`config.mk`:
```
export PLATFORM = sky130hd
export DESIGN_NAME = otn_mux_oh_src_flat
export DESIGN_NICKNAME = d
export VERILOG_FILES = /design/src/shared/otn_mux_pkg.sv /design/src/shared/otn_oh_if.sv /design/src/otn_mux_oh_src.sv /design/src/flat_wrapper.sv
export SDC_FILE = /design/constraint.sdc
export NUM_CORES = 1
export LEC_CHECK = 0
export ABC_AREA = 1
export BUFFER_PORTS_ARGS = -buffer_cell sky130_fd_sc_hd__buf_2
export CORE_AREA = 2 2 374 376
export DETAILED_ROUTE_END_ITERATION = 6
export DIE_AREA = 0 0 376 378
export GPL_TIMING_DRIVEN = 0
export RECOVER_POWER = 50
export SYNTH_ARGS = -nofsm -noshare
export SYNTH_HDL_FRONTEND = slang
export SYNTH_SLANG_ARGS = --single-unit
export TNS_END_PERCENT = 10
```
`constraint.sdc`:
```
create_clock -name I_REF_CLK -period 10 [get_ports I_REF_CLK]
set_clock_uncertainty 0.1 [all_clocks]
set_input_delay 0.5 -clock I_REF_CLK [delete_from_list [all_inputs] [get_ports I_REF_CLK]]
set_output_delay 0.5 -clock I_REF_CLK [all_outputs]
set_load 0.02 [all_outputs]
```
`src/shared/otn_mux_pkg.sv`:
```
package otn_mux_pkg;
    // Frame geometry, fixed for a two-instance OPUCn
    localparam int N_OPUC = 2;
    localparam int INST_W = 1;
    localparam int TS_PER_OPUC = 20;
    localparam int N_TS = N_OPUC * TS_PER_OPUC;
    localparam int TS_W = 6;
    // Payload structure identifier layout
    localparam logic [7:0] PT_MUX = 8'h16;
    localparam logic [7:0] PSI_PT_POS = 8'h00;
    localparam logic [7:0] MSI_FIRST = 8'h02;
    localparam logic [7:0] MSI_LAST = 8'h29;
    localparam int PORT_W = 14;
    localparam logic [PORT_W-1:0] PORT_MAX = 14'h0014;
    // Descriptor field positions (bit 1 is the byte's msb)
    localparam int DESC_FLAG_POS = 7;
    localparam int DESC_PORT_HI = 6;
    // Multiframe counters
    localparam logic [4:0] OMFI_MAX = 5'h13;
    localparam logic [7:0] MFAS_MAX = 8'hff;
    localparam logic [4:0] OMFI_RST = 5'h00;
    localparam logic [7:0] MFAS_RST = 8'h00;
    // Justification control
    localparam int CM_W = 10;
    localparam int SIG_W = 18;
    localparam int CN_W = 24;
    localparam int M_W = 13;
    localparam logic [2:0] JC_LAST = 3'h5;
    localparam int N_JC = 6;
    localparam logic [9:0] GRP_PER_MF = 10'h3b8;
    localparam logic [6:0] M_PER_TS = 7'h40;
    localparam int M_SHIFT = 1;
    localparam logic [5:0] CRC6_POLY = 6'h03;
    localparam logic [8:0] CRC9_POLY = 9'h011;
    // Link byte kinds
    localparam logic [1:0] KIND_PSI = 2'h0;
    localparam logic [1:0] KIND_OMFI = 2'h1;
    localparam logic [1:0] KIND_JC = 2'h2;

    // Msb-first serial CRC-6 over Cm, II and DI
    function automatic logic [5:0] crc6(input logic [11:0] d);
        logic [5:0] c;
        logic fb;
        c = 6'h00;
        for (int i = 11; i >= 0; i--) begin
            fb = c[5] ^ d[i];
            c = {c[4:0], 1'b0};
            if (fb) c = c ^ CRC6_POLY;
        end
        return c;
    endfunction : crc6

    // Msb-first serial CRC-9 over the 18-bit sigma CnD
    function automatic logic [8:0] crc9(input logic [17:0] d);
        logic [8:0] c;
        logic fb;
        c = 9'h000;
        for (int i = 17; i >= 0; i--) begin
            fb = c[8] ^ d[i];
            c = {c[7:0], 1'b0};
            if (fb) c = c ^ CRC9_POLY;
        end
        return c;
    endfunction : crc9

    // Tributary port numbers run from 1 to 10n
    function automatic logic port_ok(input logic [PORT_W-1:0] p);
        return (p != '0) && (p <= PORT_MAX);
    endfunction : port_ok
endpackage : otn_mux_pkg

```
`src/shared/otn_oh_if.sv`:
```
`timescale 1ns/1ns
`default_nettype none
// Overhead byte link between the mux source and the demux sink
interface otn_oh_if;
    logic frm; // Frame start pulse
    logic vld; // Byte valid
    logic [otn_mux_pkg::INST_W-1:0] inst; // OPUC instance, 0-based
    logic [1:0] kind; // PSI, OMFI or JC byte
    logic [7:0] idx; // PSI byte number or JC number
    logic [7:0] data; // Overhead byte
    modport src (output frm, output vld, output inst, output kind, output idx, output data);
    modport snk (input frm, input vld, input inst, input kind, input idx, input data);
endinterface : otn_oh_if
`default_nettype wire

```
`src/otn_mux_oh_src.sv`:
```
// How it works
// - MSI is 40n bytes, two per slot
// - Descriptors go in PSI bytes 2..41
// - Descriptor bit 1 flags slot availability
// - Descriptor bit 9 flags slot occupation
// - Port number in bits 2-8, 10-16
// - Ports 1..10n only for allocated slots
// - Unallocated slot sends all-zero port
// - Reserved PSI bytes are sent as zero
// - Layout applies when payload type is 22
// - JC1-3 bits 3-8: Cm, II, DI, CRC-6
// - Sigma CnD, CRC-9, reserved in remaining bits
// - Block size m is 128 times slots
// - Timing granularity n is eight bits
// - Cm spreads client groups over payload groups
// - Sink computes Cn from Cm and sigma
// - Sink recovers from one bad sigma
// - OMFI byte sent in every instance
// - OMFI counts 0..19 in bits 4-8
// - Optional OMFI zero aligned with MFAS zero
// - Same OMFI in all instances; sink reads one
// - JC bytes sit in last slot's overhead
// - Stuff groups are driven to zero
`timescale 1ns/1ns
`default_nettype none
module otn_mux_oh_src (
    // Clock and reset
    input wire logic I_REF_CLK,
    input wire logic I_RSTN,
    // Frame timing
    input wire logic I_FRAME_STB,
    input wire logic I_ALIGN_MFAS,
    // Slot configuration
    input wire logic [otn_mux_pkg::N_TS-1:0] I_TS_AVAIL,
    input wire logic [otn_mux_pkg::N_TS-1:0] I_TS_ALLOC,
    input wire logic [otn_mux_pkg::N_TS-1:0][otn_mux_pkg::PORT_W-1:0] I_TS_PORT,
    // Tributary unit justification inputs
    input wire logic [otn_mux_pkg::INST_W-1:0] I_TU_LAST_A,
    input wire logic [4:0] I_TU_LAST_B,
    input wire logic [otn_mux_pkg::CM_W-1:0] I_CM,
    input wire logic I_II,
    input wire logic I_DI,
    input wire logic [otn_mux_pkg::SIG_W-1:0] I_SIGMA,
    // Payload group path
    input wire logic I_GRP_STB,
    input wire logic [127:0] I_GRP_WORD,
    // Status and payload outputs
    output logic [7:0] O_MFAS,
    output logic [4:0] O_OMFI,
    output logic O_GRP_VLD,
    output logic O_GRP_DATA,
    output logic [127:0] O_GRP_WORD,
    // Overhead link
    otn_oh_if.src LNK
);
    // One-hot burst sequencer states
    typedef enum logic [3:0] {
        ST_IDLE = 4'h1,
        ST_PSI = 4'h2,
        ST_OMFI = 4'h4,
        ST_JC = 4'h8
    } st_t;

    st_t st_r, st_nxt; // Sequencer state
    logic [otn_mux_pkg::INST_W-1:0] inst_r, inst_nxt; // Instance being sent
    logic [2:0] jcn_r, jcn_nxt; // JC byte number
    logic jc_frm_r, jc_frm_nxt; // This frame carries the JC bytes
    logic [7:0] mfas_r, mfas_nxt; // Frame alignment multiframe count
    logic [4:0] omfi_r, omfi_nxt; // OPU multiframe count
    logic [otn_mux_pkg::INST_W-1:0] last_a_r, last_a_nxt; // JC instance
    logic [otn_mux_pkg::CM_W-1:0] cm_r, cm_nxt; // Cm for JC bytes
    logic ii_r, ii_nxt;
    logic di_r, di_nxt;
    logic [otn_mux_pkg::SIG_W-1:0] sig_r, sig_nxt; // Sigma CnD for JC bytes
    logic [otn_mux_pkg::CM_W-1:0] cm_mf_r, cm_mf_nxt; // Cm steering payload
    logic [9:0] acc_r, acc_nxt; // Data/stuff accumulator
    logic frm_r, frm_nxt, vld_r, vld_nxt;
    logic [otn_mux_pkg::INST_W-1:0] linst_r, linst_nxt;
    logic [1:0] kind_r, kind_nxt;
    logic [7:0] idx_r, idx_nxt, data_r, data_nxt;
    logic gvld_r, gvld_nxt, gdata_r, gdata_nxt;
    logic [127:0] gword_r, gword_nxt;

    // Link and status outputs straight from flops
    assign LNK.frm = frm_r;
    assign LNK.vld = vld_r;
    assign LNK.inst = linst_r;
    assign LNK.kind = kind_r;
    assign LNK.idx = idx_r;
    assign LNK.data = data_r;
    assign O_MFAS = mfas_r;
    assign O_OMFI = omfi_r;
    assign O_GRP_VLD = gvld_r;
    assign O_GRP_DATA = gdata_r;
    assign O_GRP_WORD = gword_r;

    // Next-state logic for sequencer, counters and payload path
    always_comb begin
        logic [7:0] yoff;
        logic [otn_mux_pkg::TS_W-1:0] slot;
        logic occ;
        logic [otn_mux_pkg::PORT_W-1:0] port;
        logic [5:0] c6;
        logic [8:0] c9;
        logic [10:0] sum;
        logic adv;
        yoff = mfas_r - otn_mux_pkg::MSI_FIRST;
        slot = otn_mux_pkg::TS_W'(inst_r * otn_mux_pkg::TS_PER_OPUC)
            + otn_mux_pkg::TS_W'(yoff[7:1]);
        c6 = otn_mux_pkg::crc6({cm_r, ii_r, di_r});
        c9 = otn_mux_pkg::crc9(sig_r);
        sum = 11'h000;
        adv = 1'b0;
        occ = 1'b0;
        port = '0;
        st_nxt = st_r;
        inst_nxt = inst_r;
        jcn_nxt = jcn_r;
        jc_frm_nxt = jc_frm_r;
        mfas_nxt = mfas_r;
        omfi_nxt = omfi_r;
        last_a_nxt = last_a_r;
        cm_nxt = cm_r;
        ii_nxt = ii_r;
        di_nxt = di_r;
        sig_nxt = sig_r;
        cm_mf_nxt = cm_mf_r;
        acc_nxt = acc_r;
        frm_nxt = 1'b0;
        vld_nxt = 1'b0;
        linst_nxt = linst_r;
        kind_nxt = kind_r;
        idx_nxt = idx_r;
        data_nxt = 8'h00;
        gvld_nxt = 1'b0;
        gdata_nxt = gdata_r;
        gword_nxt = gword_r;
        unique case (st_r)
            ST_IDLE: begin
                if (I_FRAME_STB) begin
                    st_nxt = ST_PSI;
                    inst_nxt = '0;
                    frm_nxt = 1'b1;
                    // JC bytes ride in the overhead of the unit's last slot
                    jc_frm_nxt = (omfi_r == I_TU_LAST_B);
                    if (omfi_r == I_TU_LAST_B) begin
                        last_a_nxt = I_TU_LAST_A;
                        cm_nxt = I_CM;
                        ii_nxt = I_II;
                        di_nxt = I_DI;
                        sig_nxt = I_SIGMA;
                    end
                    // Payload follows the Cm taken at multiframe start
                    if (omfi_r == otn_mux_pkg::OMFI_RST) begin
                        cm_mf_nxt = I_CM;
                        acc_nxt = 10'h000;
                    end
                end
            end
            ST_PSI: begin
                vld_nxt = 1'b1;
                linst_nxt = inst_r;
                kind_nxt = otn_mux_pkg::KIND_PSI;
                idx_nxt = mfas_r;
                // Payload type only in instance 1; all other bytes default zero
                if (mfas_r == otn_mux_pkg::PSI_PT_POS && inst_r == '0) begin
                    data_nxt = otn_mux_pkg::PT_MUX;
                end else if (mfas_r >= otn_mux_pkg::MSI_FIRST
                             && mfas_r <= otn_mux_pkg::MSI_LAST) begin
                    // Occupied only with a legal port; else port is zeroed
                    occ = I_TS_ALLOC[slot] && otn_mux_pkg::port_ok(I_TS_PORT[slot]);
                    port = occ ? I_TS_PORT[slot] : '0;
                    if (!yoff[0]) begin
                        data_nxt = {I_TS_AVAIL[slot], port[13:7]};
                    end else begin
                        data_nxt = {occ, port[6:0]};
                    end
                end
                st_nxt = ST_OMFI;
            end
            ST_OMFI: begin
                // Same OMFI copied into every instance
                vld_nxt = 1'b1;
                linst_nxt = inst_r;
                kind_nxt = otn_mux_pkg::KIND_OMFI;
                idx_nxt = 8'h00;
                data_nxt = {3'h0, omfi_r};
                if (inst_r == otn_mux_pkg::INST_W'(otn_mux_pkg::N_OPUC - 1)) begin
                    if (jc_frm_r) begin
                        st_nxt = ST_JC;
                        jcn_nxt = 3'h0;
                    end else begin
                        st_nxt = ST_IDLE;
                        adv = 1'b1;
                    end
                end else begin
                    inst_nxt = inst_r + 1'b1;
                    st_nxt = ST_PSI;
                end
            end
            ST_JC: begin
                vld_nxt = 1'b1;
                linst_nxt = last_a_r;
                kind_nxt = otn_mux_pkg::KIND_JC;
                idx_nxt = {5'h00, jcn_r};
                // Bit 1 of JC4-6 is reserved and sent as zero
                unique case (jcn_r)
                    3'h0: data_nxt = {sig_r[17:16], cm_r[9:4]};
                    3'h1: data_nxt = {sig_r[15:14], cm_r[3:0], ii_r, di_r};
                    3'h2: data_nxt = {sig_r[13:12], c6};
                    3'h3: data_nxt = {1'b0, sig_r[11:5]};
                    3'h4: data_nxt = {1'b0, sig_r[4:0], c9[8:7]};
                    3'h5: data_nxt = {1'b0, c9[6:0]};
                    default: data_nxt = 8'h00;
                endcase
                if (jcn_r == otn_mux_pkg::JC_LAST) begin
                    st_nxt = ST_IDLE;
                    adv = 1'b1;
                end else begin
                    jcn_nxt = jcn_r + 3'h1;
                end
            end
            default: st_nxt = ST_IDLE;
        endcase
        // Counters step once the frame's overhead burst is out
        if (adv) begin
            mfas_nxt = mfas_r + 8'h01;
            if (I_ALIGN_MFAS && mfas_r == otn_mux_pkg::MFAS_MAX) begin
                omfi_nxt = otn_mux_pkg::OMFI_RST;
            end else if (omfi_r == otn_mux_pkg::OMFI_MAX) begin
                omfi_nxt = otn_mux_pkg::OMFI_RST;
            end else begin
                omfi_nxt = omfi_r + 5'h01;
            end
        end
        // Sigma-delta spread of Cm data groups over the 952 groups
        if (I_GRP_STB) begin
            sum = {1'b0, acc_r} + {1'b0, cm_mf_r};
            gvld_nxt = 1'b1;
            if (sum >= {1'b0, otn_mux_pkg::GRP_PER_MF}) begin
                acc_nxt = 10'(sum - {1'b0, otn_mux_pkg::GRP_PER_MF});
                gdata_nxt = 1'b1;
                gword_nxt = I_GRP_WORD;
            end else begin
                acc_nxt = sum[9:0];
                gdata_nxt = 1'b0;
                gword_nxt = 128'h0;
            end
        end
    end

    // State registers, synchronous active-low reset
    always_ff @(posedge I_REF_CLK) begin
        if (!I_RSTN) begin
            st_r <= ST_IDLE;
            inst_r <= '0;
            jcn_r <= 3'h0;
            jc_frm_r <= 1'b0;
            mfas_r <= otn_mux_pkg::MFAS_RST;
            omfi_r <= otn_mux_pkg::OMFI_RST;
            last_a_r <= '0;
            cm_r <= '0;
            ii_r <= 1'b0;
            di_r <= 1'b0;
            sig_r <= '0;
            cm_mf_r <= '0;
            acc_r <= 10'h000;
            frm_r <= 1'b0;
            vld_r <= 1'b0;
            linst_r <= '0;
            kind_r <= 2'h0;
            idx_r <= 8'h00;
            data_r <= 8'h00;
            gvld_r <= 1'b0;
            gdata_r <= 1'b0;
            gword_r <= 128'h0;
        end else begin
            st_r <= st_nxt;
            inst_r <= inst_nxt;
            jcn_r <= jcn_nxt;
            jc_frm_r <= jc_frm_nxt;
            mfas_r <= mfas_nxt;
            omfi_r <= omfi_nxt;
            last_a_r <= last_a_nxt;
            cm_r <= cm_nxt;
            ii_r <= ii_nxt;
            di_r <= di_nxt;
            sig_r <= sig_nxt;
            cm_mf_r <= cm_mf_nxt;
            acc_r <= acc_nxt;
            frm_r <= frm_nxt;
            vld_r <= vld_nxt;
            linst_r <= linst_nxt;
            kind_r <= kind_nxt;
            idx_r <= idx_nxt;
            data_r <= data_nxt;
            gvld_r <= gvld_nxt;
            gdata_r <= gdata_nxt;
            gword_r <= gword_nxt;
        end
    end
endmodule : otn_mux_oh_src
`default_nettype wire

```
`src/flat_wrapper.sv`:
```
// flat-port wrapper written by rule: the top's interface ports become plain ports
module otn_mux_oh_src_flat 
  (I_REF_CLK, I_RSTN, I_FRAME_STB, I_ALIGN_MFAS, I_TS_AVAIL, I_TS_ALLOC, I_TS_PORT, I_TU_LAST_A, I_TU_LAST_B, I_CM, I_II, I_DI, I_SIGMA, I_GRP_STB, I_GRP_WORD, O_MFAS, O_OMFI, O_GRP_VLD, O_GRP_DATA, O_GRP_WORD, LNK_frm, LNK_vld, LNK_inst, LNK_kind, LNK_idx, LNK_data);
  otn_oh_if LNK_i ();
  input wire logic I_REF_CLK;
  input wire logic I_RSTN;
  input wire logic I_FRAME_STB;
  input wire logic I_ALIGN_MFAS;
  input wire logic [otn_mux_pkg::N_TS-1:0] I_TS_AVAIL;
  input wire logic [otn_mux_pkg::N_TS-1:0] I_TS_ALLOC;
  input wire logic [otn_mux_pkg::N_TS-1:0][otn_mux_pkg::PORT_W-1:0] I_TS_PORT;
  input wire logic [otn_mux_pkg::INST_W-1:0] I_TU_LAST_A;
  input wire logic [4:0] I_TU_LAST_B;
  input wire logic [otn_mux_pkg::CM_W-1:0] I_CM;
  input wire logic I_II;
  input wire logic I_DI;
  input wire logic [otn_mux_pkg::SIG_W-1:0] I_SIGMA;
  input wire logic I_GRP_STB;
  input wire logic [127:0] I_GRP_WORD;
  output logic [7:0] O_MFAS;
  output logic [4:0] O_OMFI;
  output logic O_GRP_VLD;
  output logic O_GRP_DATA;
  output logic [127:0] O_GRP_WORD;
  output wire logic [$bits(LNK_i.frm)-1:0] LNK_frm;
  output wire logic [$bits(LNK_i.vld)-1:0] LNK_vld;
  output wire logic [$bits(LNK_i.inst)-1:0] LNK_inst;
  output wire logic [$bits(LNK_i.kind)-1:0] LNK_kind;
  output wire logic [$bits(LNK_i.idx)-1:0] LNK_idx;
  output wire logic [$bits(LNK_i.data)-1:0] LNK_data;
  assign LNK_frm = LNK_i.frm;
  assign LNK_vld = LNK_i.vld;
  assign LNK_inst = LNK_i.inst;
  assign LNK_kind = LNK_i.kind;
  assign LNK_idx = LNK_i.idx;
  assign LNK_data = LNK_i.data;
  otn_mux_oh_src u_core (.I_REF_CLK(I_REF_CLK), .I_RSTN(I_RSTN), .I_FRAME_STB(I_FRAME_STB), .I_ALIGN_MFAS(I_ALIGN_MFAS), .I_TS_AVAIL(I_TS_AVAIL), .I_TS_ALLOC(I_TS_ALLOC), .I_TS_PORT(I_TS_PORT), .I_TU_LAST_A(I_TU_LAST_A), .I_TU_LAST_B(I_TU_LAST_B), .I_CM(I_CM), .I_II(I_II), .I_DI(I_DI), .I_SIGMA(I_SIGMA), .I_GRP_STB(I_GRP_STB), .I_GRP_WORD(I_GRP_WORD), .O_MFAS(O_MFAS), .O_OMFI(O_OMFI), .O_GRP_VLD(O_GRP_VLD), .O_GRP_DATA(O_GRP_DATA), .O_GRP_WORD(O_GRP_WORD), .LNK(LNK_i));
endmodule
```
### Word-level counts from Yosys, hierarchy flattened

Index checks and enable logic that the tools add are counted.

* register bits after elaboration: 224
* input port bits: 809

* $add $sub $neg: 8
* multiply operators: 1
* magnitude comparators: 5
* eq/ne operators: 17
* multiplexer cells: 73
* bitwise logic cells: 57
* reduce and logical (&&, ||, !) cells: 26

Operator list (count)
* $mux W128: 1
* $mux W5: 20
* $bmux W14 S6: 1
* $not A2 Y2: 28
* $mux W10: 5
* $pmux W8 S3: 2
* $pmux W8 S6: 1
* $mux W14: 2
* $mux W2: 12
* $mux W8: 3
* $xor A1 B1 Y1: 20
* $mux W4: 4
* $pmux W4 S4: 1
* $le A14 B5 Y1 const B: 1
* $reduce_bool A14 Y1: 1
* $bmux W1 S6: 2
* $reduce_bool A2 Y1: 6
* $add A10 B10 Y11: 1
* $ge A11 B10 Y1 const B: 1
* $mux W1: 11
* $sub A10 B10 Y10 const B: 1
* $mux W3: 3
* $reduce_and A3 Y1: 3
* $add A8 B1 Y8 const B: 1
* 35 further kinds: 56

### Longest topological paths before layout

Gate-level depths: netlist of run 1.

* depth in word-level cells: 37
* gate-level depth with buffers: 28
* depth with buffers taken out: 22

### Worst setup path before layout of run 1

No wires, ideal clock.

* path kind: register -> register
* start point: register u_core.mfas_r[1] (netlist: u_core.O_MFAS[1])
* end point: register u_core.data_r[1] (netlist: u_core.LNK.data[1])
* setup time: 0.070 ns
* arrival: 3.766 ns
* data required time: 9.830 ns
* path slack: 6.063 ns
* stages on the path, launching flop included: 25
* cells stage by stage: dfxtp_1 buf_4 inv_4 buf_4 buf_4 buf_4 buf_2 ha_1 xor2_1 ha_1 ha_1 clkbuf_1 clkbuf_1 nand3_1 nand3_1 nand2_1 nand2_1 nand3_1 nor2_1 nand3_1 nor2_2 nand3_1 nand2_1 nand2_1 a21oi_1

* cells in the longest elaborated chain, start to end: 12

RTL lines
* start, declared: line otn_mux_oh_src.sv:68 `logic [7:0] mfas_r, mfas_nxt;`
* start signal, assigned: line otn_mux_oh_src.sv:259 `mfas_r <= otn_mux_pkg::MFAS_RST;`
* start signal, assigned: line otn_mux_oh_src.sv:282 `mfas_r <= mfas_nxt;`
* $sub A7 B2 Y7: line otn_mux_oh_src.sv:107 `yoff = mfas_r - otn_mux_pkg::MSI_FIRST;`
* $add A6 B6 Y6: line otn_mux_oh_src.sv:109 `+ otn_mux_pkg::TS_W'(yoff[7:1]);`
* $bmux W14 S6: line otn_mux_oh_src.sv:171, otn_mux_oh_src.sv:172
* $mux W14 (implied by the code): line otn_mux_oh_src.sv:171, otn_mux_oh_src.sv:172
* $le A14 B5 Y1 / $reduce_bool A14 Y1 (equally long branches): line otn_mux_pkg.sv:68 `return (p != '0) && (p <= PORT_MAX);`
* $logic_and A1 B1 Y1: line otn_mux_pkg.sv:68
* $logic_and A1 B1 Y1: line otn_mux_oh_src.sv:171 `occ = I_TS_ALLOC[slot] && otn_mux_pkg::port_ok(I_TS_PORT[slot]);`
* $mux W14: line otn_mux_oh_src.sv:172 `port = occ ? I_TS_PORT[slot] : '0;`
* $mux W8: line otn_mux_oh_src.sv:173 `if (!yoff[0]) begin`
* $mux W8: line otn_mux_oh_src.sv:168 `end else if (mfas_r >= otn_mux_pkg::MSI_FIRST`
* $mux W8 (*): line otn_mux_oh_src.sv:166 `if (mfas_r == otn_mux_pkg::PSI_PT_POS && inst_r == '0) begin`
* $pmux W8 S3 (*): line otn_mux_oh_src.sv:138 `unique case (st_r)`
* end signal, assigned: line otn_mux_oh_src.sv:296 `data_r <= data_nxt;`
* end, declared: line otn_mux_oh_src.sv:80 `logic [7:0] idx_r, idx_nxt, data_r, data_nxt;`

Mark *: on every way between the ends. The rest lies on a longest branch, timed or not. The select of a mux whose other input is x is not followed.
A chain may end at the register's enable or synchronous reset.

### Final worst setup path of run 1

* start point: register u_core.mfas_r[1] (netlist: u_core.O_MFAS[1])
* end point: register u_core.data_r[2] (netlist: u_core.LNK.data[2])

Same word-level chain as after synthesis.

==> summary.txt, run 1 <==
Detailed routing
  – Drt via density: 4.502
  – Metal2 WL: 62,600 um
  – Vias: 25,140
  – Post-route met1 wirelength: 66,210 um
  – Met3 WL: 13,870 um
  – Drc violations: 0
  – Routed Antenna Nets: 0
  – Wire per inst: 26.30 um
  – Initial DRC count: 3,107
  – Drt first pass iters: 6
  – Final WL: 146,800 um
  – DR top layer: met5

Setup path
  – Slowest CP cell: clkbuf_1
  – Crit start category: register
  – Max incr delay on CP: 0.94 ns
  – CP arrival: 7.84 ns
  – CP most frequent cell: nand2_1
  – Crit path kind: register to register
  – CP required: 10.36 ns
  – Crit Path Max Fanout: 13
  – Critical path startpoint: u_core.O_MFAS[1]
  – Worst setup EP type: register
  – R2R Path Start: u_core.O_MFAS[1]

Timing
  – Slew Limit Fails: 0
  – Setup Viol. Count Final: 0
  – Unrepaired setup endpoints after global routing: no
  – Setup TNS Final: 0 ns
  – Final min period: 7.486 ns
  – Final Cycle Share: 0.7486
  – Fin. Hold Viols: 0
  – F_max: 133.6 MHz
  – Max_slew headroom: 0.02421
  – Actual slew at the worst max-slew pin: 1.441 ns

Die
  – Die area: 0.1421 mm^2
  – Number of placed I/O pins: 973
  – Die X-Extent: 376 um
  – Starting Density: 0.1213
  – Core Footprint: 0.1385 mm^2
  – Placement Rows: 137
  – Chip Height: 378 um

Logic synthesis
  – Most used DFF post-synth: dfxtp_1
  – Share of the synthesized area in the top cell type: 0.2669
  – Synth area leaders: dfxtp_1 27%, nand2_1 16%, nand3_1 11%
  – Sequential fraction of the synthesis area: 0.2669
  – Avg Cell Area, Syn: 6.152 um^2
  – Warnings, synthesis: 0
  – Post-Syn Instances: 2,731
  – Synthesized area: 0.01680 mm^2
  – Seq cells post-synth: 224
  – Post-synth EDFFs: 0
  – Netlist cell types: 51
  – Async set or reset register ratio after synthesis: 0
  – Post-Syn Nets: 3,569
  – Largest area contributor in the netlist: dfxtp_1

Clock network
  – CTS Sinks: 224
  – Clock buffer count from CTS: 24
  – Root buffer cell: clkbuf_16
  – Number of setup buffers added after CTS: 0
  – Hold_buf cts: 0
  – TritonCTS clock tree: done
  – Clk_lat worst skew: 0.54 ns
  – Resized cells post-CTS: 0
  – CTS HTree Levels: 1
  – Clk buf depth: 3
  – Reg clk slew, reported paths: 0.07 ns

Final layout
  – Layout cell share with drive strength beyond 1: 0.2796
  – Area Growth Syn to Fin: 46.06%
  – Final nets: 4,567
  – Finished Cell Area: 0.02454 mm^2
  – Non-Filler Instances: 5,584

Placement
  – DP Cell Count: 5,510
  – Port bufs: 972
  – Post-detail-place hpwl: 123,600 um
  – Post-place instance area: 0.02393 mm^2
  – Final Wtd Congestion: 1.005

Status
  – Outcome: completed

Global routing
  – GRT Overall Usage: 0.1921
  – Global-route wire length before repair: 190,900 um
  – Largest net degree at the start of global routing: 14
  – Initial antenna violation count: 66
  – Total gr overflow: 0
  – Number of global-route vias before repair: 23,530

Pwr
  – Net switching power: 0.0007465 W
  – Leakage Power: 10.64 nW
  – Reg power frac: 0.394
  – Combinational Power Share: 0.237
  – Clock power frac: 0.370
  – Switching share of total power: 0.3151
  – Pwr dens: 96.54 mW/mm^2
  – Pint: 0.001622 W
  – Max IR drop VDD: 0.09919 mV

Hold path
  – Hold path startpoint: I_SIGMA[2]
  – HP Class: input port to register

Run
  – Max cap viols: 0
[flip-flops by register name, summed over array words and instances, names as in the netlist]
name	cells
u_core.O_GRP_WORD	128
u_core.sig_r	18
u_core.acc_r	10
u_core.cm_mf_r	10
u_core.cm_r	10
u_core.LNK.data	8
u_core.LNK.idx	8
u_core.O_MFAS	8
u_core.O_OMFI	5
u_core.st_r	4
u_core.jcn_r	3
u_core.LNK.kind	2
u_core.LNK.frm	1
u_core.LNK.inst	1
u_core.LNK.vld	1
u_core.O_GRP_DATA	1
u_core.O_GRP_VLD	1
u_core.di_r	1
u_core.ii_r	1
u_core.inst_r	1
u_core.jc_frm_r	1
u_core.last_a_r	1
[per-layer routing]
metal,GRT usage,vias up
met1,0.2694,12150
met4,0.05042,26
li1,-,11200
met2,0.2926,1515
met5,0,-
met3,0.04478,251
[Yosys cell counts (3+ instances only)]
master	n
a22o_1	3
buf_8	4
nand2_1	705
clkbuf_1	102
nor2_1	327
a211oi_1	16
a22oi_1	5
xor2_1	25
o22ai_1	3
buf_2	87
dfxtp_1	224
nand3_1	369
o221ai_1	20
xnor2_1	30
or2_2	9
buf_6	6
a31oi_1	4
nand3_2	51
buf_1	6
o211ai_1	46
a32o_1	4
ha_1	28
o21ai_0	217
a221oi_1	11
nand2_2	3
inv_2	4
a21oi_2	25
nor4_1	5
buf_4	9
inv_1	124
nand4_1	14
o21ai_1	3
a21oi_1	200
nor3_1	17
o2111ai_1	3
[layout by cell type, fill, tap and decap left out, types with 14 or more instances in the layout]
| cell type | instances |
|---|---|
| nand3_1 | 369 |
| o211ai_1 | 46 |
| clkbuf_1 | 275 |
| a211oi_1 | 16 |
| nand2_1 | 705 |
| buf_2 | 893 |
| dfxtp_1 | 224 |
| nor3_1 | 18 |
| o21ai_0 | 217 |
| xnor2_1 | 30 |
| ha_1 | 28 |
| nand3_2 | 51 |
| xor2_1 | 25 |
| a21oi_1 | 200 |
| nor2_1 | 327 |
| clkbuf_16 | 25 |
| a21oi_2 | 25 |
| diode_2 | 33 |
| inv_1 | 125 |
| nand4_1 | 14 |
| o221ai_1 | 20 |
[stage by stage]
stage / hold slack (ns) / worst slack, ns / utilization / total power, W
after global placement: 0.3497 / 2.737 / 0.1727 / 0.001496
after global routing: 0.07511 / 2.507 / 0.1768 / 0.002449
after detailed placement: 0.3523 / 2.752 / 0.1727 / 0.001501
after floorplan: 0.3497 / 6.063 / - / 0.001195
after CTS: 0.04603 / 2.719 / 0.1781 / 0.002374
final: 0.08297 / 2.514 / 0.1772 / 0.002369
[area by class of cell]
cell class              instances  area [um^2]
well taps                    1807         2261
multi-input cells            2163        10780
fillers                     16350       114000
diodes                         33        82.58
inverters                     130        490.5
clock inverters                 5        35.03
repair buffers                972         4657
plain buffers                 214         1036
flip-flops and latches        224         4484
clock buffers                  36        706.9
[worst max-delay path: cells and delay by family, from the launching register on]
family / cells / cell delay, ns
AOI/OAI and AO/OA: 2 / 0.93
xor gates and xnor gates: 2 / 0.43
adders and majority gates: 2 / 0.53
buffers and inverters: 8 / 2.96
DFF: 1 / 0.41
and+or+nand+nor: 12 / 1.93
[worst paths after layout]
| path | end | depth (start not counted) | slack (ns) |
|---|---|---|---|
| hold reg to reg | u_core.O_GRP_WORD[37] | 2 | 0.37 |
| setup reg to reg | u_core.LNK.data[2] | 26 | 2.51 |
| hold / removal | u_core.sig_r[2] | 3 | 0.08 |
| setup / recovery | u_core.LNK.data[2] | 26 | 2.51 |
[power by group through the flow]
stage | combinational, W | clock [W] | sequential (W)
after floorplan | 0.000237 | 0 | 0.000958
after global placement | 0.000545 | 0 | 0.000952
after detailed placement | 0.000549 | 0 | 0.000952
after CTS | 0.000552 | 0.000889 | 0.000932
after global routing | 0.000602 | 0.000912 | 0.000935
final | 0.000560 | 0.000876 | 0.000933
[logic make-up after synthesis]
kind of cell	share of synthesized area
buffers and inverters	0.09086
adder cells (fa/ha/maj)	0.02205
XOR/XNOR	0.03061
flip-flops	0.2669
AND/OR/NAND/NOR	0.3934
AO/OA/AOI/OAI	0.1962
Power figures use the tool's default switching activity.
==> run 2, diff against run 1 <==
==> constraint.sdc (replaced) <==
create_clock -name I_REF_CLK -period 6.5 [get_ports I_REF_CLK]
set_clock_uncertainty 0.1 [all_clocks]
set_input_delay 0.325 -clock I_REF_CLK [delete_from_list [all_inputs] [get_ports I_REF_CLK]]
set_output_delay 0.325 -clock I_REF_CLK [all_outputs]
set_load 0.02 [all_outputs]
==> summary.txt, run 2 (synthesized netlist as in run 1, its figures left out) <==
Clock network
  – CTS HTree Levels: 1
  – TritonCTS clock tree: done
  – Root buffer cell: clkbuf_16
  – Clk buf depth: 3
  – Reg clk slew, reported paths: 0.06 ns
  – Number of setup buffers added after CTS: 0
  – CTS Sinks: 224
  – Clock buffer count from CTS: 24
  – Clk_lat worst skew: 0.54 ns

Pwr
  – Leakage Power: 11.31 nW
  – Final total power: 0.003719 W
  – Max IR drop VDD: 0.1527 mV
  – Pwr dens: 142.4 mW/mm^2

Setup path
  – Crit path kind: register to register
  – Max incr delay on CP: 0.45 ns
  – CP arrival: 6.59 ns
  – Flop2flop setup slack: 0.27 ns
  – Slowest CP cell: xor2_1
  – Crit Path Max Fanout: 23
  – CP required: 6.86 ns
  – Worst setup EP type: register
  – Crit start category: register

Die
  – Placement Rows: 137
  – Number of placed I/O pins: 973
  – Die area: 0.1421 mm^2
  – Die X-Extent: 376 um
  – Chip Height: 378 um
  – Starting Density: 0.1213
  – Core Footprint: 0.1385 mm^2

Global routing
  – Total gr overflow: 0
  – Busiest layer in global routing: met2
  – Initial antenna violation count: 65
  – Number of global-route vias before repair: 24,650
  – Met1 usage: 0.2674
  – Global-route wire length before repair: 194,600 um
  – Largest net degree at the start of global routing: 23
  – GRT Overall Usage: 0.1946
  – GRT met2 Usage: 0.2980
  – Met3 Use GR: 0.04955

Timing
  – Fin. Hold Viols: 0
  – Actual slew at the worst max-slew pin: 1.515 ns
  – Worst setup slack after layout: 0.2697 ns
  – Unrepaired setup endpoints after global routing: no
  – Setup Viol. Count Final: 0
  – Final Cycle Share: 0.9585
  – Final min period: 6.230 ns
  – F_max: 160.5 MHz
  – Slew Limit Fails: 11
  – Max_slew headroom: -0.01021

Status
  – Failing checks: capacitance limit, slew limit
  – Outcome: finished with violations

Detailed routing
  – Wire per inst: 25.82 um
  – Drt first pass iters: 6
  – Drc violations: 0
  – Drt via density: 4.498
  – Routed Antenna Nets: 0
  – Vias: 25,800
  – Initial DRC count: 3,028
  – Final WL: 148,100 um

Placement
  – Pre-CTS WS: -0.7480 ns
  – DP Cell Count: 5,510
  – Post-detail-place hpwl: 123,600 um
  – Port bufs: 972
  – Final Wtd Congestion: 1.005

Final layout
  – Final nets: 4,723
  – Non-Filler Instances: 5,736
  – Commonest cells after routing, fill and taps aside: 890 x buf_2, 705 x nand2_1, 369 x nand3_1, 327 x nor2_1, 269 x clkbuf_1
  – Commonest non-fill, non-tap cell in the layout: buf_2
  – Max FFs per register: 128
  – Area Growth Syn to Fin: 55.49%
  – Final core occ: 0.1886
  – Layout cell share with drive strength beyond 1: 0.2703

Hold path
  – HP Class: input port to register

Run
  – Max cap viols: 1
-- run 2: changes by cell type in the layout (fill, tap and decap cells not counted), moves of 2 or more --
cell and delta:
clkbuf_2 +5, buf_4 +2, clkbuf_1 -6, dlygate4sd3_1 +157, diode_2 -4, buf_2 -3
-- run 2: layout make-up --
class | count | area [um^2]
Buffer | 213 | 1054
Clock buffer | 36 | 706.9
Fill cell | 16200 | 112400
Multi-Input combinational cell | 2163 | 10790
Inverter | 130 | 490.5
Tap cell | 1807 | 2261
Timing Repair Buffer | 1129 | 6228
Antenna cell | 29 | 72.57
Clock inverter | 5 | 35.03
Sequential cell | 224 | 4484
-- run 2: path summary, 6_finish.rpt --
check / endpoint / cells after the start / from
min reg2reg: u_core.O_GRP_WORD[37] / 2 / u_core.O_GRP_WORD[37]
max reg2reg: u_core.LNK.data[4] / 26 / u_core.O_MFAS[1]
min: u_core.cm_mf_r[6] / 3 / I_CM[6]
max: u_core.LNK.data[4] / 26 / u_core.O_MFAS[1]
-- run 2: layer usage --
layer  vias up  routed length (um)
met1     12440               65630
li1      11500                   -
met4        30                4211
met2      1560               63590
met5         -                 204
met3       273               14450
-- run 2: worst max-delay path: cells and delay by family, from the launching register on --
family	cells	cell delay [ns]
and+or+nand+nor	14	2.18
buffers and inverters	7	2.00
xor gates and xnor gates	2	0.64
adders and majority gates	2	0.54
DFF	1	0.41
AOI/OAI and AO/OA	1	0.19
-- run 2: power by group --
part | leakage, nW | internal, W | switching, W
Combinational | 9.14 | 0.000397 | 0.000547
Clock | 0.367 | 0.000750 | 0.000590
Sequential | 1.81 | 0.00141 | 0.0000252
Total | 11.3 | 0.00256 | 0.00116
-- run 2: what timing repair did --
action,CTS,global route
endpoints found under the setup margin,6,0
endpoints found under the hold margin,164,0
hold buffers,157,0
resized for setup,12,0
-- run 2: metrics by stage --
| step | instance area (um^2) | TNS [ns] | hold WS (ns) |
|---|---|---|---|
| final | 26120 | 0 | 0.02941 |
| after global routing | 26090 | 0 | 0.04552 |
| after CTS | 26260 | 0 | 0.008923 |
| after detailed placement | 23930 | -4.308 | 0.3523 |
| after global placement | 23930 | -4.342 | 0.3497 |
| after floorplan | 16800 | 0 | 0.3392 |
==> run 3, diff against run 2 <==
--- a/config.mk
+++ b/config.mk
@@ -7,9 +7,9 @@
 export LEC_CHECK = 0
 export ABC_AREA = 1
 export BUFFER_PORTS_ARGS = -buffer_cell sky130_fd_sc_hd__buf_2
-export CORE_AREA = 2 2 374 376
+export CORE_AREA = 2 2 376 378
 export DETAILED_ROUTE_END_ITERATION = 6
-export DIE_AREA = 0 0 376 378
+export DIE_AREA = 0 0 378 380
 export GPL_TIMING_DRIVEN = 0
 export RECOVER_POWER = 50
 export SYNTH_ARGS = -nofsm -noshare
==> summary.txt, run 3 (synthesized netlist as in run 1, its figures left out) <==
Detailed routing
  – Drt first pass iters: 5
  – Wire per inst: 25.83 um
  – Drc violations: 0
  – Initial DRC count: 3,139
  – Drt via density: 4.484
  – Final WL: 150,000 um
  – Vias: 26,030
  – Routed Antenna Nets: 0

Setup path
  – CP most frequent cell: nand3_1
  – CP arrival: 6.72 ns
  – CP delay by family, top: buffers and inverters
  – Crit Path Max Fanout: 22
  – Max incr delay on CP: 0.69 ns
  – CP Buf/Inv Count: 9
  – Crit path kind: register to register
  – CP required: 6.86 ns
  – Flop2flop setup slack: 0.14 ns
  – Crit start category: register
  – Worst setup EP type: register
  – Slowest CP cell: clkdlybuf4s15_1

Die
  – Core Footprint: 0.1392 mm^2
  – Placement Rows: 137
  – Starting Density: 0.1207
  – Number of placed I/O pins: 973
  – Die area: 0.1436 mm^2
  – Chip Height: 380 um
  – Die X-Extent: 378 um

Pwr
  – Net switching power: 0.001206 W
  – Switching share of total power: 0.3120
  – Leakage Power: 11.30 nW
  – Final total power: 0.003866 W
  – Max IR drop VDD: 0.1712 mV
  – Clock power frac: 0.383
  – Reg power frac: 0.371
  – Combinational Power Share: 0.246
  – Pint: 0.002660 W
  – Pwr dens: 147.6 mW/mm^2

Clock network
  – CTS Sinks: 224
  – Clock buffer count from CTS: 25
  – Clk buf depth: 3
  – CTS HTree Levels: 1
  – TritonCTS clock tree: done
  – Clk_lat worst skew: 0.55 ns
  – Root buffer cell: clkbuf_16
  – Reg clk slew, reported paths: 0.06 ns
  – Number of setup buffers added after CTS: 0

Timing
  – F_max: 157.3 MHz
  – Max_slew headroom: 0.1379
  – Hold Slack: 0.01613 ns
  – Setup TNS Final: 0 ns
  – Final Cycle Share: 0.9783
  – Unrepaired setup endpoints after global routing: no
  – Slew Limit Fails: 0
  – Fin. Hold Viols: 0
  – Setup Viol. Count Final: 0
  – Final min period: 6.359 ns
  – Actual slew at the worst max-slew pin: 1.293 ns

Status
  – Outcome: completed

Final layout
  – Non-Filler Instances: 5,805
  – Commonest cells after routing, fill and taps aside: 891 x buf_2, 705 x nand2_1, 369 x nand3_1, 326 x nor2_1, 268 x clkbuf_1
  – Final nets: 4,709
  – Layout cell share with drive strength beyond 1: 0.2726
  – Final core occ: 0.1882
  – Commonest non-fill, non-tap cell in the layout: buf_2
  – Max FFs per register: 128
  – Area Growth Syn to Fin: 55.92%

Hold path
  – HP Class: input port to register

Run
  – Max cap viols: 0

Placement
  – Post-detail-place hpwl: 124,500 um
  – Port bufs: 972
  – Final Wtd Congestion: 1.058
  – DP Cell Count: 5,579

Global routing
  – Global-route wire length before repair: 197,300 um
  – Largest net degree at the start of global routing: 23
  – Number of global-route vias before repair: 24,510
  – Initial antenna violation count: 49
  – Total gr overflow: 0
  – GRT Overall Usage: 0.1959
[run 3: cell count changes in the layout (fill, tap and decap cells not counted), sizes merged]
cell         change
clkbuf           -1
diode           +11
clkinvlp         +1
buf              -1
bufinv           +2
clkinv           +1
inv              +1
dlygate4sd3     -14
[run 3: worst reg2reg max path: cells and delay by family (launching register included)]
family | cells | cell delay, ns
buffers and inverters | 9 | 2.58
adder cells (fa/ha/maj) | 2 | 0.58
flip-flops | 1 | 0.51
XOR/XNOR | 1 | 0.15
AO/OA/AOI/OAI | 1 | 0.20
AND/OR/NAND/NOR | 12 | 2.16
[run 3: worst paths after layout]
check	start	end	cells after the start
setup / recovery	u_core.O_MFAS[1]	u_core.LNK.data[4]	25
hold / removal	I_CM[6]	u_core.cm_mf_r[6]	3
setup reg to reg	u_core.O_MFAS[1]	u_core.LNK.data[4]	25
hold reg to reg	u_core.O_GRP_WORD[109]	u_core.O_GRP_WORD[109]	2
[run 3: through the flow]
step | setup slack [ns] | area (um^2)
final | 0.1407 | 26200
after global placement | -0.8045 | 24010
after floorplan | 2.563 | 16800
after global routing | 0.009153 | 26130
after CTS | 0.1913 | 26300
after detailed placement | -0.8452 | 24010
[run 3: repair_timing]
item | 4_1_cts | 5_1_grt
gates resized for setup | 9 | 1
gates cloned | 0 | 0
hold buffers | 143 | 0
setup endpoints to repair | 6 | 6
hold endpoints to repair | 148 | 0
[run 3: area by class of cell]
class / instances / area, um^2
antenna: 40 / 100.1
buffer: 212 / 1045
clock buffer: 35 / 723.2
clock inverter: 10 / 112.6
fill: 16350 / 113000
inverter: 130 / 490.5
multi-input combinational: 2163 / 10800
sequential: 224 / 4484
tap: 1876 / 2347
timing repair buffer: 1115 / 6088
[run 3: power groups by stage]
stage,sequential (W),combinational (W),clock (W)
2_1_floorplan,0.00147,0.000365,0
3_3_place_gp,0.00146,0.000846,0
3_5_place_dp,0.00147,0.000852,0
4_1_cts,0.00144,0.000931,0.00151
5_1_grt,0.00144,0.00101,0.00156
6_report,0.00144,0.000951,0.00148
[run 3: routing by layer]
| layer | vias to the layer above | GRT usage | share of wire |
|---|---|---|---|
| li1 | 11490 | - | - |
| met1 | 12450 | 0.2672 | 0.43 |
| met2 | 1793 | 0.2899 | 0.42 |
| met3 | 285 | 0.06179 | 0.12 |
| met4 | 12 | 0.06220 | 0.034 |
| met5 | - | 0 | 0.00056 |
